<file path="src/hdl/egt_pkg.sv">
// constants for the e1 global and transmit configuration register bank
package egt_pkg;
	// ============================================================
	// register indices (byte address is four times the index)
	localparam logic [8:0] IDX_ACCESS_PORT = 9'h00E;
	localparam logic [8:0] IDX_ACCESS_DATA = 9'h00F;
	localparam logic [8:0] IDX_BACKPLANE = 9'h010;
	localparam logic [8:0] IDX_JITTER_CFG = 9'h021;
	localparam logic [8:0] IDX_TX_CFG_ZERO = 9'h022;
	localparam logic [8:0] IDX_TX_CFG_ONE = 9'h023;
	localparam logic [8:0] IDX_TEMPLATE_RAM = 9'h025;
	localparam logic [8:0] IDX_JITTER_STATUS = 9'h038;
	localparam logic [8:0] LINK_STRIDE = 9'h100;
	// ============================================================
	// field positions
	localparam int POS_LINK_SELECT = 4;
	localparam int POS_RX_SHARED = 4;
	localparam int POS_RX_MUX = 3;
	localparam int POS_TX_SHARED = 1;
	localparam int POS_TX_MUX = 0;
	localparam int POS_PEAK_HOLD = 5;
	localparam int POS_LIMIT = 4;
	localparam int POS_ATTEN_ENABLE = 3;
	localparam int POS_DEPTH = 1;
	localparam int POS_BANDWIDTH = 0;
	localparam int POS_TX_OFF = 4;
	localparam int POS_LINE_CODE = 0;
	localparam int POS_FAULT_MON = 5;
	localparam int POS_DRIVER_HIZ = 4;
	localparam int POS_TEMPLATE_RAM_GO = 7;
	// ============================================================
	// reset values
	localparam logic [7:0] RST_ACCESS_PORT = 8'h00;
	localparam logic [7:0] RST_ACCESS_DATA = 8'h00;
	localparam logic [7:0] RST_BACKPLANE = 8'h12;
	localparam logic [7:0] RST_JITTER_CFG = 8'h00;
	localparam logic [7:0] RST_TX_CFG_ZERO = 8'h00;
	localparam logic [7:0] RST_TX_CFG_ONE = 8'h10;
	localparam logic [7:0] RST_TEMPLATE_RAM = 8'h00;
	// ============================================================
	// writable bit masks, reserved bits read zero
	localparam logic [7:0] MASK_ACCESS_PORT = 8'h1F;
	localparam logic [7:0] MASK_BACKPLANE = 8'h1B;
	localparam logic [7:0] MASK_JITTER_CFG = 8'h3F;
	localparam logic [7:0] MASK_TX_CFG_ZERO = 8'h11;
	localparam logic [7:0] MASK_TX_CFG_ONE = 8'h3F;
	// ============================================================
	// jitter attenuator depths and guard windows
	localparam logic [7:0] DEPTH_LONG = 8'h80;
	localparam logic [7:0] DEPTH_MID = 8'h40;
	localparam logic [7:0] DEPTH_SHORT = 8'h20;
	localparam logic [7:0] GUARD_LONG = 8'h04;
	localparam logic [7:0] GUARD_MID = 8'h03;
	localparam logic [7:0] GUARD_SHORT = 8'h02;
	localparam logic [1:0] ARBITRARY_CODE = 2'h3;
endpackage : egt_pkg

</file>
<file path="src/hdl/egt_cfg_if.sv">
// configuration and status carrier between the register bank and its helpers
`timescale 1ns/1ps
`default_nettype none
interface egt_cfg_if;
	logic rx_shared;
	logic tx_shared;
	logic [1:0] peak_hold;
	logic [1:0] limit_widen;
	logic [1:0] atten_enable;
	logic [1:0][1:0] atten_depth;
	logic [1:0][6:0] pointer_distance;
	logic [6:0] distance_held [2];
	logic [1:0][7:0] depth_bits;
	logic [1:0] widen;
	modport regs (output rx_shared, tx_shared, peak_hold, limit_widen, atten_enable, atten_depth,
		pointer_distance, input distance_held, depth_bits, widen);
	modport timing (input rx_shared, tx_shared);
	modport jitter (input peak_hold, limit_widen, atten_enable, atten_depth, pointer_distance,
		output distance_held, depth_bits, widen);
endinterface : egt_cfg_if
`default_nettype wire

</file>
<file path="src/hdl/egt_regs.sv">
// e1 global and transmit configuration registers behind an avalon-mm slave
//
// Register access over Avalon-MM was left to the implementer.
`timescale 1ns/1ps
`default_nettype none
module egt_regs (
	input wire logic clk,
	input wire logic rst_n,
	input wire logic [10:0] avs_address,
	input wire logic avs_read,
	input wire logic avs_write,
	input wire logic [31:0] avs_writedata,
	input wire logic [3:0] avs_byteenable,
	output logic [31:0] avs_readdata,
	output logic avs_waitrequest,
	input wire logic [255:0] perf_monitor_bytes,
	input wire logic [1:0] rx_clock_slave,
	input wire logic [1:0] tx_clock_slave,
	input wire logic [1:0] rx_system_clock_in,
	input wire logic [1:0] rx_system_frame_pulse,
	input wire logic [1:0] tx_system_clock_in,
	input wire logic [1:0] tx_system_frame_pulse,
	output logic [1:0] rx_timing_clock,
	output logic [1:0] rx_timing_frame,
	output logic [1:0] tx_timing_clock,
	output logic [1:0] tx_timing_frame,
	output logic rx_multiplex_select,
	output logic tx_multiplex_select,
	input wire logic [13:0] fifo_pointer_distance,
	output logic [1:0] tx_atten_enable,
	output logic [15:0] tx_atten_depth_bits,
	output logic [1:0] tx_atten_bandwidth,
	output logic [1:0] tx_atten_widen,
	output logic [1:0] tx_path_power_down,
	output logic [1:0] line_driver_oe_n,
	output logic [1:0] tx_line_code_select,
	output logic [1:0] driver_fault_monitor_enable,
	output logic [7:0] pulse_template_select,
	output logic [1:0] pulse_template_arbitrary,
	output logic [1:0] template_ram_enable,
	output logic [1:0] template_ram_read,
	output logic [11:0] template_ram_address
);
	// ============================================================
	// bus handshake
	logic ack;
	logic request;
	logic accept_write;
	logic [8:0] index;
	logic [7:0] wbyte;

	assign request = avs_read | avs_write;
	assign index = avs_address[10:2];
	assign wbyte = avs_writedata[7:0];
	// one wait cycle: waitrequest drops on the cycle after a request appears
	assign avs_waitrequest = request & ~ack;
	assign accept_write = avs_write & ack & avs_byteenable[0];

	// acknowledge pulses high for one cycle per request
	always_ff @(posedge clk or negedge rst_n) begin
		if (!rst_n) begin
			ack <= 1'b0;
		end else begin
			ack <= request & ~ack;
		end
	end

	// true when the index is the given index of the given link
	function automatic logic hit(input logic [8:0] idx, input logic [8:0] base, input int unsigned link);
		hit = (idx == base + (link[0] ? egt_pkg::LINK_STRIDE : 9'h000));
	endfunction : hit

	// ============================================================
	// global registers
	logic [7:0] access_port;
	logic [7:0] access_data;
	logic [7:0] backplane;
	logic [7:0] selected_byte;

	// counter access port
	always_ff @(posedge clk or negedge rst_n) begin
		if (!rst_n) begin
			access_port <= egt_pkg::RST_ACCESS_PORT;
		end else if (accept_write && index == egt_pkg::IDX_ACCESS_PORT) begin
			access_port <= wbyte & egt_pkg::MASK_ACCESS_PORT;
		end
	end

	// link select picks the link, low nibble picks the counter byte
	assign selected_byte = perf_monitor_bytes[{access_port[egt_pkg::POS_LINK_SELECT],
		access_port[3:0], 3'h0} +: 8];

	// access data follows the selected counter byte
	always_ff @(posedge clk or negedge rst_n) begin
		if (!rst_n) begin
			access_data <= egt_pkg::RST_ACCESS_DATA;
		end else begin
			access_data <= selected_byte;
		end
	end

	// backplane global configuration
	always_ff @(posedge clk or negedge rst_n) begin
		if (!rst_n) begin
			backplane <= egt_pkg::RST_BACKPLANE;
		end else if (accept_write && index == egt_pkg::IDX_BACKPLANE) begin
			backplane <= wbyte & egt_pkg::MASK_BACKPLANE;
		end
	end

	assign rx_multiplex_select = backplane[egt_pkg::POS_RX_MUX];
	assign tx_multiplex_select = backplane[egt_pkg::POS_TX_MUX];

	// ============================================================
	// per-link transmit registers
	egt_cfg_if cfg ();
	logic [7:0] jitter_cfg [2];
	logic [7:0] tx_cfg_zero [2];
	logic [7:0] tx_cfg_one [2];
	logic [7:0] template_ram [2];

	assign cfg.rx_shared = backplane[egt_pkg::POS_RX_SHARED];
	assign cfg.tx_shared = backplane[egt_pkg::POS_TX_SHARED];

	genvar l;
	generate
		for (l = 0; l < 2; l++) begin : gen_link
			logic arbitrary;

			// jitter attenuator configuration
			always_ff @(posedge clk or negedge rst_n) begin
				if (!rst_n) begin
					jitter_cfg[l] <= egt_pkg::RST_JITTER_CFG;
				end else if (accept_write && hit(index, egt_pkg::IDX_JITTER_CFG, l)) begin
					jitter_cfg[l] <= wbyte & egt_pkg::MASK_JITTER_CFG;
				end
			end

			// transmit power and line code
			always_ff @(posedge clk or negedge rst_n) begin
				if (!rst_n) begin
					tx_cfg_zero[l] <= egt_pkg::RST_TX_CFG_ZERO;
				end else if (accept_write && hit(index, egt_pkg::IDX_TX_CFG_ZERO, l)) begin
					tx_cfg_zero[l] <= wbyte & egt_pkg::MASK_TX_CFG_ZERO;
				end
			end

			// driver monitor, tristate and template code
			always_ff @(posedge clk or negedge rst_n) begin
				if (!rst_n) begin
					tx_cfg_one[l] <= egt_pkg::RST_TX_CFG_ONE;
				end else if (accept_write && hit(index, egt_pkg::IDX_TX_CFG_ONE, l)) begin
					tx_cfg_one[l] <= wbyte & egt_pkg::MASK_TX_CFG_ONE;
				end
			end

			assign arbitrary = tx_cfg_one[l][3:2] == egt_pkg::ARBITRARY_CODE;

			// template ram control, ignored unless the arbitrary code is chosen
			always_ff @(posedge clk or negedge rst_n) begin
				if (!rst_n) begin
					template_ram[l] <= egt_pkg::RST_TEMPLATE_RAM;
				end else if (accept_write && arbitrary && hit(index, egt_pkg::IDX_TEMPLATE_RAM, l)) begin
					template_ram[l] <= wbyte;
				end
			end

			// helper configuration
			assign cfg.peak_hold[l] = jitter_cfg[l][egt_pkg::POS_PEAK_HOLD];
			assign cfg.limit_widen[l] = jitter_cfg[l][egt_pkg::POS_LIMIT];
			assign cfg.atten_enable[l] = jitter_cfg[l][egt_pkg::POS_ATTEN_ENABLE];
			assign cfg.atten_depth[l] = jitter_cfg[l][egt_pkg::POS_DEPTH +: 2];
			assign cfg.pointer_distance[l] = fifo_pointer_distance[l*7 +: 7];

			// transmit path controls
			assign tx_atten_enable[l] = jitter_cfg[l][egt_pkg::POS_ATTEN_ENABLE];
			assign tx_atten_bandwidth[l] = jitter_cfg[l][egt_pkg::POS_BANDWIDTH];
			assign tx_atten_depth_bits[l*8 +: 8] = cfg.depth_bits[l];
			assign tx_atten_widen[l] = cfg.widen[l];
			assign tx_path_power_down[l] = tx_cfg_zero[l][egt_pkg::POS_TX_OFF];
			// driver floats on power down or tristate, low enable drives
			assign line_driver_oe_n[l] = tx_cfg_zero[l][egt_pkg::POS_TX_OFF]
				| tx_cfg_one[l][egt_pkg::POS_DRIVER_HIZ];
			assign tx_line_code_select[l] = tx_cfg_zero[l][egt_pkg::POS_LINE_CODE];
			assign driver_fault_monitor_enable[l] = tx_cfg_one[l][egt_pkg::POS_FAULT_MON];
			assign pulse_template_select[l*4 +: 4] = tx_cfg_one[l][3:0];
			assign pulse_template_arbitrary[l] = arbitrary;
			assign template_ram_enable[l] = arbitrary & template_ram[l][egt_pkg::POS_TEMPLATE_RAM_GO];
			assign template_ram_read[l] = template_ram[l][6];
			assign template_ram_address[l*6 +: 6] = template_ram[l][5:0];
		end
	endgenerate

	// ============================================================
	// helpers
	egt_jitter_monitor u_jitter (
		.clk(clk),
		.rst_n(rst_n),
		.cfg(cfg.jitter)
	);

	logic [7:0] timing_out;

	egt_timing_select u_timing (
		.clk(clk),
		.rst_n(rst_n),
		.cfg(cfg.timing),
		.rx_clock_slave(rx_clock_slave),
		.tx_clock_slave(tx_clock_slave),
		.pins({tx_system_frame_pulse, tx_system_clock_in, rx_system_frame_pulse, rx_system_clock_in}),
		.selected(timing_out)
	);

	assign rx_timing_clock = timing_out[1:0];
	assign rx_timing_frame = timing_out[3:2];
	assign tx_timing_clock = timing_out[5:4];
	assign tx_timing_frame = timing_out[7:6];

	// ============================================================
	// read path
	// register value at an index, zero for unmapped indices
	function automatic logic [7:0] read_value(input logic [8:0] idx);
		read_value = 8'h00;
		unique case (idx)
			egt_pkg::IDX_ACCESS_PORT: read_value = access_port;
			egt_pkg::IDX_ACCESS_DATA: read_value = access_data;
			egt_pkg::IDX_BACKPLANE: read_value = backplane;
			egt_pkg::IDX_JITTER_CFG: read_value = jitter_cfg[0];
			egt_pkg::IDX_TX_CFG_ZERO: read_value = tx_cfg_zero[0];
			egt_pkg::IDX_TX_CFG_ONE: read_value = tx_cfg_one[0];
			egt_pkg::IDX_TEMPLATE_RAM: read_value = template_ram[0];
			egt_pkg::IDX_JITTER_STATUS: read_value = {1'b0, cfg.distance_held[0]};
			egt_pkg::IDX_JITTER_CFG + egt_pkg::LINK_STRIDE: read_value = jitter_cfg[1];
			egt_pkg::IDX_TX_CFG_ZERO + egt_pkg::LINK_STRIDE: read_value = tx_cfg_zero[1];
			egt_pkg::IDX_TX_CFG_ONE + egt_pkg::LINK_STRIDE: read_value = tx_cfg_one[1];
			egt_pkg::IDX_TEMPLATE_RAM + egt_pkg::LINK_STRIDE: read_value = template_ram[1];
			egt_pkg::IDX_JITTER_STATUS + egt_pkg::LINK_STRIDE: read_value = {1'b0, cfg.distance_held[1]};
			default: read_value = 8'h00;
		endcase
	endfunction : read_value

	// read data captured in the wait cycle, stands while waitrequest is low
	always_ff @(posedge clk or negedge rst_n) begin
		if (!rst_n) begin
			avs_readdata <= 32'h0000_0000;
		end else if (avs_read && !ack) begin
			avs_readdata <= {24'h00_0000, read_value(index)};
		end
	end
endmodule : egt_regs
`default_nettype wire

</file>
<file path="src/hdl/egt_timing_select.sv">
// system clock and frame pulse synchronisers with shared-timing selection
`timescale 1ns/1ps
`default_nettype none
module egt_timing_select (
	input wire logic clk,
	input wire logic rst_n,
	egt_cfg_if.timing cfg,
	input wire logic [1:0] rx_clock_slave,
	input wire logic [1:0] tx_clock_slave,
	input wire logic [7:0] pins,
	output logic [7:0] selected
);
	logic [7:0] stage_one;
	logic [7:0] stage_two;
	logic [7:0] stage_three;
	logic [7:0] filtered;
	logic rx_common;
	logic tx_common;

	// ============================================================
	// three-stage capture, second stage fed to the third and to the filter
	always_ff @(posedge clk or negedge rst_n) begin
		if (!rst_n) begin
			stage_one <= 8'h00;
			stage_two <= 8'h00;
			stage_three <= 8'h00;
		end else begin
			stage_one <= pins;
			stage_two <= stage_one;
			stage_three <= stage_two;
		end
	end

	// a level counts once stages two and three agree, otherwise the old level holds
	always_ff @(posedge clk or negedge rst_n) begin
		if (!rst_n) begin
			filtered <= 8'h00;
		end else begin
			filtered <= (stage_three & ~(stage_two ^ stage_three)) | (filtered & (stage_two ^ stage_three));
		end
	end

	// link 2 follows link 1 only when both links are slaves and sharing is on
	assign rx_common = cfg.rx_shared & (&rx_clock_slave);
	assign tx_common = cfg.tx_shared & (&tx_clock_slave);
	// pin order: rx clock, rx frame, tx clock, tx frame, two bits each
	assign selected[1:0] = rx_common ? {2{filtered[0]}} : filtered[1:0];
	assign selected[3:2] = rx_common ? {2{filtered[2]}} : filtered[3:2];
	assign selected[5:4] = tx_common ? {2{filtered[4]}} : filtered[5:4];
	assign selected[7:6] = tx_common ? {2{filtered[6]}} : filtered[7:6];
endmodule : egt_timing_select
`default_nettype wire

</file>
<file path="src/hdl/egt_jitter_monitor.sv">
// transmit jitter attenuator pointer monitor, depth decode and guard window
`timescale 1ns/1ps
`default_nettype none
module egt_jitter_monitor (
	input wire logic clk,
	input wire logic rst_n,
	egt_cfg_if.jitter cfg
);
	// depth in bits for a depth code
	function automatic logic [7:0] depth_of(input logic [1:0] code);
		unique case (code)
			2'h0: depth_of = egt_pkg::DEPTH_LONG;
			2'h1: depth_of = egt_pkg::DEPTH_MID;
			2'h2, 2'h3: depth_of = egt_pkg::DEPTH_SHORT;
		endcase
	endfunction : depth_of

	// guard window that goes with the depth
	function automatic logic [7:0] guard_of(input logic [1:0] code);
		unique case (code)
			2'h0: guard_of = egt_pkg::GUARD_LONG;
			2'h1: guard_of = egt_pkg::GUARD_MID;
			2'h2, 2'h3: guard_of = egt_pkg::GUARD_SHORT;
		endcase
	endfunction : guard_of

	genvar l;
	generate
		for (l = 0; l < 2; l++) begin : gen_link
			logic [7:0] distance;
			logic near_edge;
			assign distance = {1'b0, cfg.pointer_distance[l]};
			assign cfg.depth_bits[l] = depth_of(cfg.atten_depth[l]);
			// near overflow or underflow of the fifo
			assign near_edge = (distance <= guard_of(cfg.atten_depth[l]))
				|| (distance >= depth_of(cfg.atten_depth[l]) - guard_of(cfg.atten_depth[l]));
			assign cfg.widen[l] = cfg.atten_enable[l] & cfg.limit_widen[l] & near_edge;

			// live distance, or peak value while holding
			always_ff @(posedge clk or negedge rst_n) begin
				if (!rst_n) begin
					cfg.distance_held[l] <= 7'h00;
				end else if (!cfg.peak_hold[l] || cfg.pointer_distance[l] > cfg.distance_held[l]) begin
					cfg.distance_held[l] <= cfg.pointer_distance[l];
				end
			end
		end
	endgenerate
endmodule : egt_jitter_monitor
`default_nettype wire

</file>
<file path="config.mk">
export PLATFORM = sky130hd
export DESIGN_NAME = egt_regs
export DESIGN_NICKNAME = d
export VERILOG_FILES = /design/src/hdl/egt_pkg.sv /design/src/hdl/egt_cfg_if.sv /design/src/hdl/egt_regs.sv /design/src/hdl/egt_timing_select.sv /design/src/hdl/egt_jitter_monitor.sv
export SDC_FILE = /design/constraint.sdc
export NUM_CORES = 1
export LEC_CHECK = 0
export CORE_AREA = 2 2 168 170
export CTS_CLUSTER_SIZE = 16
export DETAILED_ROUTE_END_ITERATION = 12
export DIE_AREA = 0 0 170 172
export DONT_BUFFER_PORTS = 1
export GPL_TIMING_DRIVEN = 0
export PLACE_DENSITY = 0.43
export SLEW_MARGIN = 20
export SYNTH_ARGS = -nofsm -noshare
export SYNTH_HDL_FRONTEND = slang
export SYNTH_SLANG_ARGS = --single-unit
</file>
<file path="constraint.sdc">
create_clock -name clk -period 3.3 [get_ports clk]
set_input_delay 0.66 -clock clk [delete_from_list [all_inputs] [get_ports clk]]
set_output_delay 0.66 -clock clk [all_outputs]
set_load 0.01 [all_outputs]
</file>
==> results of run 1 <==
-- timing repair --
action                     4_1_cts  5_1_grt
resized for setup                0        2
hold endpoints to repair       112        0
setup buffers                    0        0
hold buffers                     1        0
setup endpoints to repair        0        2
-- through the flow --
stage	utilization [%]	area, sq um	worst slack [ns]	std cells	hold WS, ns
after floorplan	-	8710	0.876	762	0.331
after global routing	35.7	9810	0.0747	1143	0.0578
after CTS	35.7	9800	0.00928	1141	0.0655
final	35.7	9820	0.187	1147	0.0757
after detailed placement	33.3	9150	0.468	1108	0.336
after global placement	33.3	9150	0.503	1108	0.334
-- final cells by class --
cell class / instances / share of cell area [%]
antenna: 6 / 0.153
tap: 346 / 4.41
inverter: 28 / 1.07
buffer: 115 / 7.46
clock inverter: 15 / 2.01
sequential: 116 / 29.6
clock buffer: 17 / 4.33
multi-input combinational: 503 / 50.7
timing repair buffer: 1 / 0.280
-- final timing paths --
kind                            cells after the start  slack [ns]                             from                              end
worst max-delay path                                8        0.19   cfg.atten_depth[1]$_DFFE_PN0P_                tx_atten_widen[0]
worst min-delay path                                0        0.08                            rst_n         backplane[1]$_DFFE_PN1P_
worst max register to register                      6        0.78       access_port[1]$_DFFE_PN0P_         access_data[7]$_DFF_PN0_
worst min register to register                      0        0.34  u_timing.stage_one[1]$_DFF_PN0_  u_timing.stage_two[1]$_DFF_PN0_
max in group asynchronous                           1        2.65                            rst_n  u_timing.stage_one[0]$_DFF_PN0_
min in group clk                                    0        0.26            tx_system_clock_in[0]  u_timing.stage_one[4]$_DFF_PN0_
-- critical path, stage by stage (launching register included) --
cell and delay [ns]:
dfrtp_1 0.47, nor2_2 0.28, inv_1 0.14, ha_1 0.22, ha_1 0.27, nand3_1 0.05
o21ai_0 0.15, a21oi_1 0.08, o22ai_1 0.35
-- layer usage --
metal	vias to the layer above	track usage, %	share of wire (%)	wire length [um]
met5	-	0	0.033	11
met4	2	6.17	2.0	692
met3	41	5.88	8.2	2780
met2	376	39.8	52	17600
met1	3322	27.4	38	12700
li1	2859	-	-	-
-- cell families (layout without fill, tap and decap cells) --
kind of cell | count (synthesis) | in the layout | synth area share, %
xor gates and xnor gates | 1 | 1 | 0.102
adders and majority gates | 37 | 37 | 5.16
other | 1 | 40 | 0.0437
and+or+nand+nor | 151 | 151 | 10.5
AOI/OAI and AO/OA | 117 | 117 | 9.57
DFF | 116 | 116 | 33.8
muxes | 163 | 163 | 31.1
buffers and inverters | 143 | 176 | 9.74
-- cell usage in the layout, fill, tap and decap left out, types with 28 or more instances in the layout --
cell	Yosys	routed
dfrtp_1	112	112
buf_4	68	68
mux4_2	75	75
ha_1	29	29
nand2_1	29	29
inv_1	28	28
mux2_2	54	54
nand3_1	30	30
conb_1	1	34
-- report_power, final --
group          internal (mW)  switching (mW)  total, mW
clock                   1.21           0.768       1.98
combinational          0.212           0.237      0.448
sequential              1.47          0.0426       1.51
-- registers in the layout (all words and copies together) (netlist names), 4 cells and up, named ones only --
name and flops:
access_data 8, access_port 5, avs_readdata 8, backplane 4, cfg.atten_depth 4, pulse_template_select 8, template_ram_address 12, u_jitter.cfg.distance_held 14
u_timing.stage_one 8, u_timing.stage_three 8, u_timing.stage_two 8
==> impl_metrics.toml, run 1 <==
[outcome]
status = "complete, no violations"

[setup_path]
path_class = "reg -> out"
critPathMaxFanout = 7
arrival_ns = 2.45
start_kind = "flop"
critPathCaptureType = "output port"
cp_data_required_time_ns = 2.64

[power]
total_power_mw = 3.94
power_density_nw_per_um2 = 401
power.leakage_nw = 4.04
ir_drop_uv = 397

[floorplanning]
die_area_sq_um = 29200
pin_count = 432
core_sq_um = 27500
start_util_pct = 31.3
die_x_um = 170
die_height_um = 172
num_rows = 61

[clock_tree]
cts_buffers = 17
clk_latency_ns = 0.43
clock-root-buffer = "clkbuf_16"
cts.sinks = 116
htreeDepth = 4
cts_tree = "yes"
clkTransAtPathRegs_ns = 0.06
clk_path_buf_depth = 2

[drt]
antenna_left = 0
vias = 6600
routed_wl_mm = 33.8
drt-initial-drc-count = 533
route.detailed.drc = 0
wl_per_cell_um = 29.4
viasPerCell = 5.75
firstDrtPassIters = 7

[layout]
nets = 1144
multi_input_area_sq_um = 4970
seq_area_sq_um = 2910
n_fill_cell = 2799
drive_above_1_share_pct = 33.8
area_growth_pct = 14.3

[synth]
yosysTopAreaCell = "dfrtp_1"
ys_types = 61
synthFlopType = "dfrtp_1"
synth.most_common_cell = "dfrtp_1"
ys_seq_area_share_pct = 33.8
yosysTopAreaCellShare_pct = 32.6
yosys_warnings = 0
synth_seq_cells = 116
ys_async_sr_fraction_pct = 100
syn_inst = 729
synth_commonest_cells = "dfrtp_1, mux4_2, buf_4"
synth_top_cells_by_area = "dfrtp_1, mux4_2, mux2_2"
synth_edf_count = 0
synth_area_sq_um = 8590
avgSynthCellArea_sq_um = 11.8

[sta]
fin_crit_sh_pct = 94.3
setup_viol = 0
finalMaxSlewViolations = 0
finalHoldViolations = 0
slew_headroom_pct = 39.7
worst_slew_pin_slew_ns = 0.904
finalCriticalPeriod_ns = 3.11
rsz0062_at_grt = "no"
fmax_mhz = 321
finalSetupTns_ns = 0
fin_skew_ns = 0.00548

[place]
place.port_buffers = 0
gp_congestion = 0.877
hpwl_mm = 27.5

[grt]
grt_util_all_layers_pct = 22.6
grt_pass1_vias = 6934
grt_pass1_wl_mm = 46.9
overflow = 0
grt_max_degree = 113
antenna_found_initial = 13

[hold_path]
hold_path_class = "in -> async"

[flow_run]
cap_violations = 0
(Power assumes the default switching activity.)
==> run 2, diff against run 1 <==
==> constraint.sdc (replaced) <==
create_clock -name clk -period 3.1 [get_ports clk]
set_input_delay 0.62 -clock clk [delete_from_list [all_inputs] [get_ports clk]]
set_output_delay 0.62 -clock clk [all_outputs]
set_load 0.05 [all_outputs]
==> run 2 against run 1 <==
The flow now finishes with violations (negative hold slack). Clock skew up 0.010 ns. Worst setup slack worse by 0.15 ns. Via count up 2.3%. Clock-buffer cell count unchanged. Wire length up 4.9%. Critical path depth unchanged. Clock power about the same. Die area unchanged. Register-to-register slack worse by 0.19 ns. Global-route usage up 0.74 points.
==> impl_metrics.toml, run 2 (synthesis results as in run 1) <==
[outcome]
status = "complete, but fails checks"
failed_checks = "negative hold slack"

[hold_path]
hold_path_class = "in -> async"

[clock_tree]
clk_path_buf_depth = 2
cts_buffers = 17
clock-root-buffer = "clkbuf_16"
clk_latency_ns = 0.43
htreeDepth = 4
cts_tree = "yes"
cts.sinks = 116
clkTransAtPathRegs_ns = 0.06

[grt]
grt_max_degree = 117
overflow = 0
grt_pass1_wl_mm = 48.2
grt_pass1_vias = 6883
antenna_found_initial = 20
grt_util_all_layers_pct = 23.3

[power]
power_frac_clock_pct = 47.6
power.leakage_nw = 4.07
power_density_nw_per_um2 = 419
p_sw_share_pct = 29.7
internal_power_mw = 2.94
p_comb_share_pct = 13.8
ir_drop_uv = 330
p_seq_share_pct = 38.6
p_switching_mw = 1.24

[setup_path]
start_kind = "flop"
r2r-end = "access_data[2]$_DFF_PN0_"
r2r.worst_path.cells = 7
arrival_ns = 2.45
reg2reg_slack_ns = 0.59
critPathCaptureType = "output port"
path_class = "reg -> out"
critPathMaxFanout = 3
cp_data_required_time_ns = 2.48
r2r_start = "access_port[1]$_DFFE_PN0P_"

[floorplanning]
start_util_pct = 31.3
die_height_um = 172
pin_count = 432
die_x_um = 170
num_rows = 61
die_area_sq_um = 29200
core_sq_um = 27500

[layout]
layout_commonest_cell = "dfrtp_1"
drive_above_1_share_pct = 37.0
n_fill_cell = 2770
seq_area_sq_um = 2910
area_growth_pct = 16.1
multi_input_area_sq_um = 5080
top_register = "u_jitter.cfg.distance_held"
nets = 1155
largest_reg_flops = 14
mostFrequentLayoutCells = "dfrtp_1, buf_4, mux4_2"
finalNonFillerCells = 1166

[sta]
fmax_mhz = 326
fin_crit_sh_pct = 98.9
finalHoldViolations = 112
hold_slack_ns = -0.108
finalSetupTns_ns = 0
worst_slew_pin_slew_ns = 0.979
slew_headroom_pct = 34.5
setup_viol = 0
finalCriticalPeriod_ns = 3.07
rsz0062_at_grt = "yes"
fin_skew_ns = 0.0156
finalMaxSlewViolations = 0

[place]
hpwl_mm = 28.4
place_inst = 1108
gp_congestion = 0.954
place.port_buffers = 0

[drt]
routed_wl_mm = 35.4
drt-initial-drc-count = 419
viasPerCell = 5.79
antenna_left = 0
route.detailed.drc = 0
vias = 6753
firstDrtPassIters = 5
wl_per_cell_um = 30.4

[flow_run]
cap_violations = 0
## run 2: cell types whose count changed in the layout (fill, tap and decap cells not counted), moves of 3 or more
cell / before / now
inv_8: 2 / 5
buf_4: 68 / 80
diode_2: 6 / 14
ha_1: 29 / 25
clkinv_4: 5 / 2
o21ai_0: 8 / 5
dfrtp_1: 112 / 108
dfrtp_2: 0 / 4
ha_4: 0 / 3
## run 2: timing repair
item                                   in CTS  in global routing
setup endpoints to repair                   2                  2
endpoints found under the hold margin     112                112
setup buffers                              10                  2
pin swaps                                   6                 10
gates resized for setup                    17                  9
## run 2: worst max path at each step
| stage | from | endpoint | slack (ns) | cells after the start |
|---|---|---|---|---|
| floorplan | cfg.atten_depth[3]$_DFFE_PN0P_ | tx_atten_widen[1] | 0.09 | 7 |
| global placement | cfg.atten_depth[3]$_DFFE_PN0P_ | tx_atten_widen[1] | -0.17 | 7 |
| detailed placement | cfg.atten_depth[3]$_DFFE_PN0P_ | tx_atten_widen[1] | -0.23 | 7 |
| CTS | cfg.atten_depth[1]$_DFFE_PN0P_ | tx_atten_widen[0] | 0.009 | 8 |
| global route | cfg.atten_depth[3]$_DFFE_PN0P_ | tx_atten_widen[1] | -0.06 | 8 |
| finish | cfg.atten_depth[3]$_DFFE_PN0P_ | tx_atten_widen[1] | 0.03 | 8 |
## run 2: critical path, cell delays in order (launching register included)
cell and delay [ns]:
dfrtp_2 0.43, nor2_4 0.38, inv_2 0.12, buf_4 0.17, ha_4 0.21, o21a_1 0.11
o21ai_2 0.16, nand2_2 0.08, a21oi_4 0.36
## run 2: through the flow
stage | power (mW) | utilization [%] | instance area [sq um] | hold WS, ns | worst slack, ns
after floorplan | 2.09 | - | 8730 | 0.324 | 0.0941
after global placement | 2.20 | 33.3 | 9160 | 0.331 | -0.173
after detailed placement | 2.21 | 33.3 | 9160 | 0.331 | -0.225
after CTS | 4.23 | 36.0 | 9880 | -0.127 | 0.00933
after global routing | 4.35 | 36.3 | 9970 | -0.132 | -0.0604
final | 4.18 | 36.3 | 9970 | -0.108 | 0.0337
## run 2: power by group through the flow
stage               clock network, mW  logic, mW  registers (mW)
finish                           1.99      0.578            1.61
global route                     2.10      0.621            1.62
CTS                              2.05      0.571            1.61
detailed placement                  0      0.562            1.64
global placement                    0      0.554            1.64
floorplan                           0      0.471            1.62
## run 2: cell type report
| type | count | area share (%) |
|---|---|---|
| Buffer | 115 | 7.34 |
| Sequential cell | 116 | 29.2 |
| Multi-Input combinational cell | 503 | 50.9 |
| Clock buffer | 17 | 4.26 |
| Antenna cell | 14 | 0.351 |
| Inverter | 28 | 1.05 |
| Timing Repair Buffer | 12 | 0.903 |
| Clock inverter | 15 | 1.63 |
| Tap cell | 346 | 4.34 |
## run 2: layer usage
layer	track usage (%)	part of all wire [%]	wire, um
met1	27.6	39	13700
met2	40.4	51	18200
met3	6.78	7.5	2640
met4	8.44	2.6	906
met5	0	0.17	61
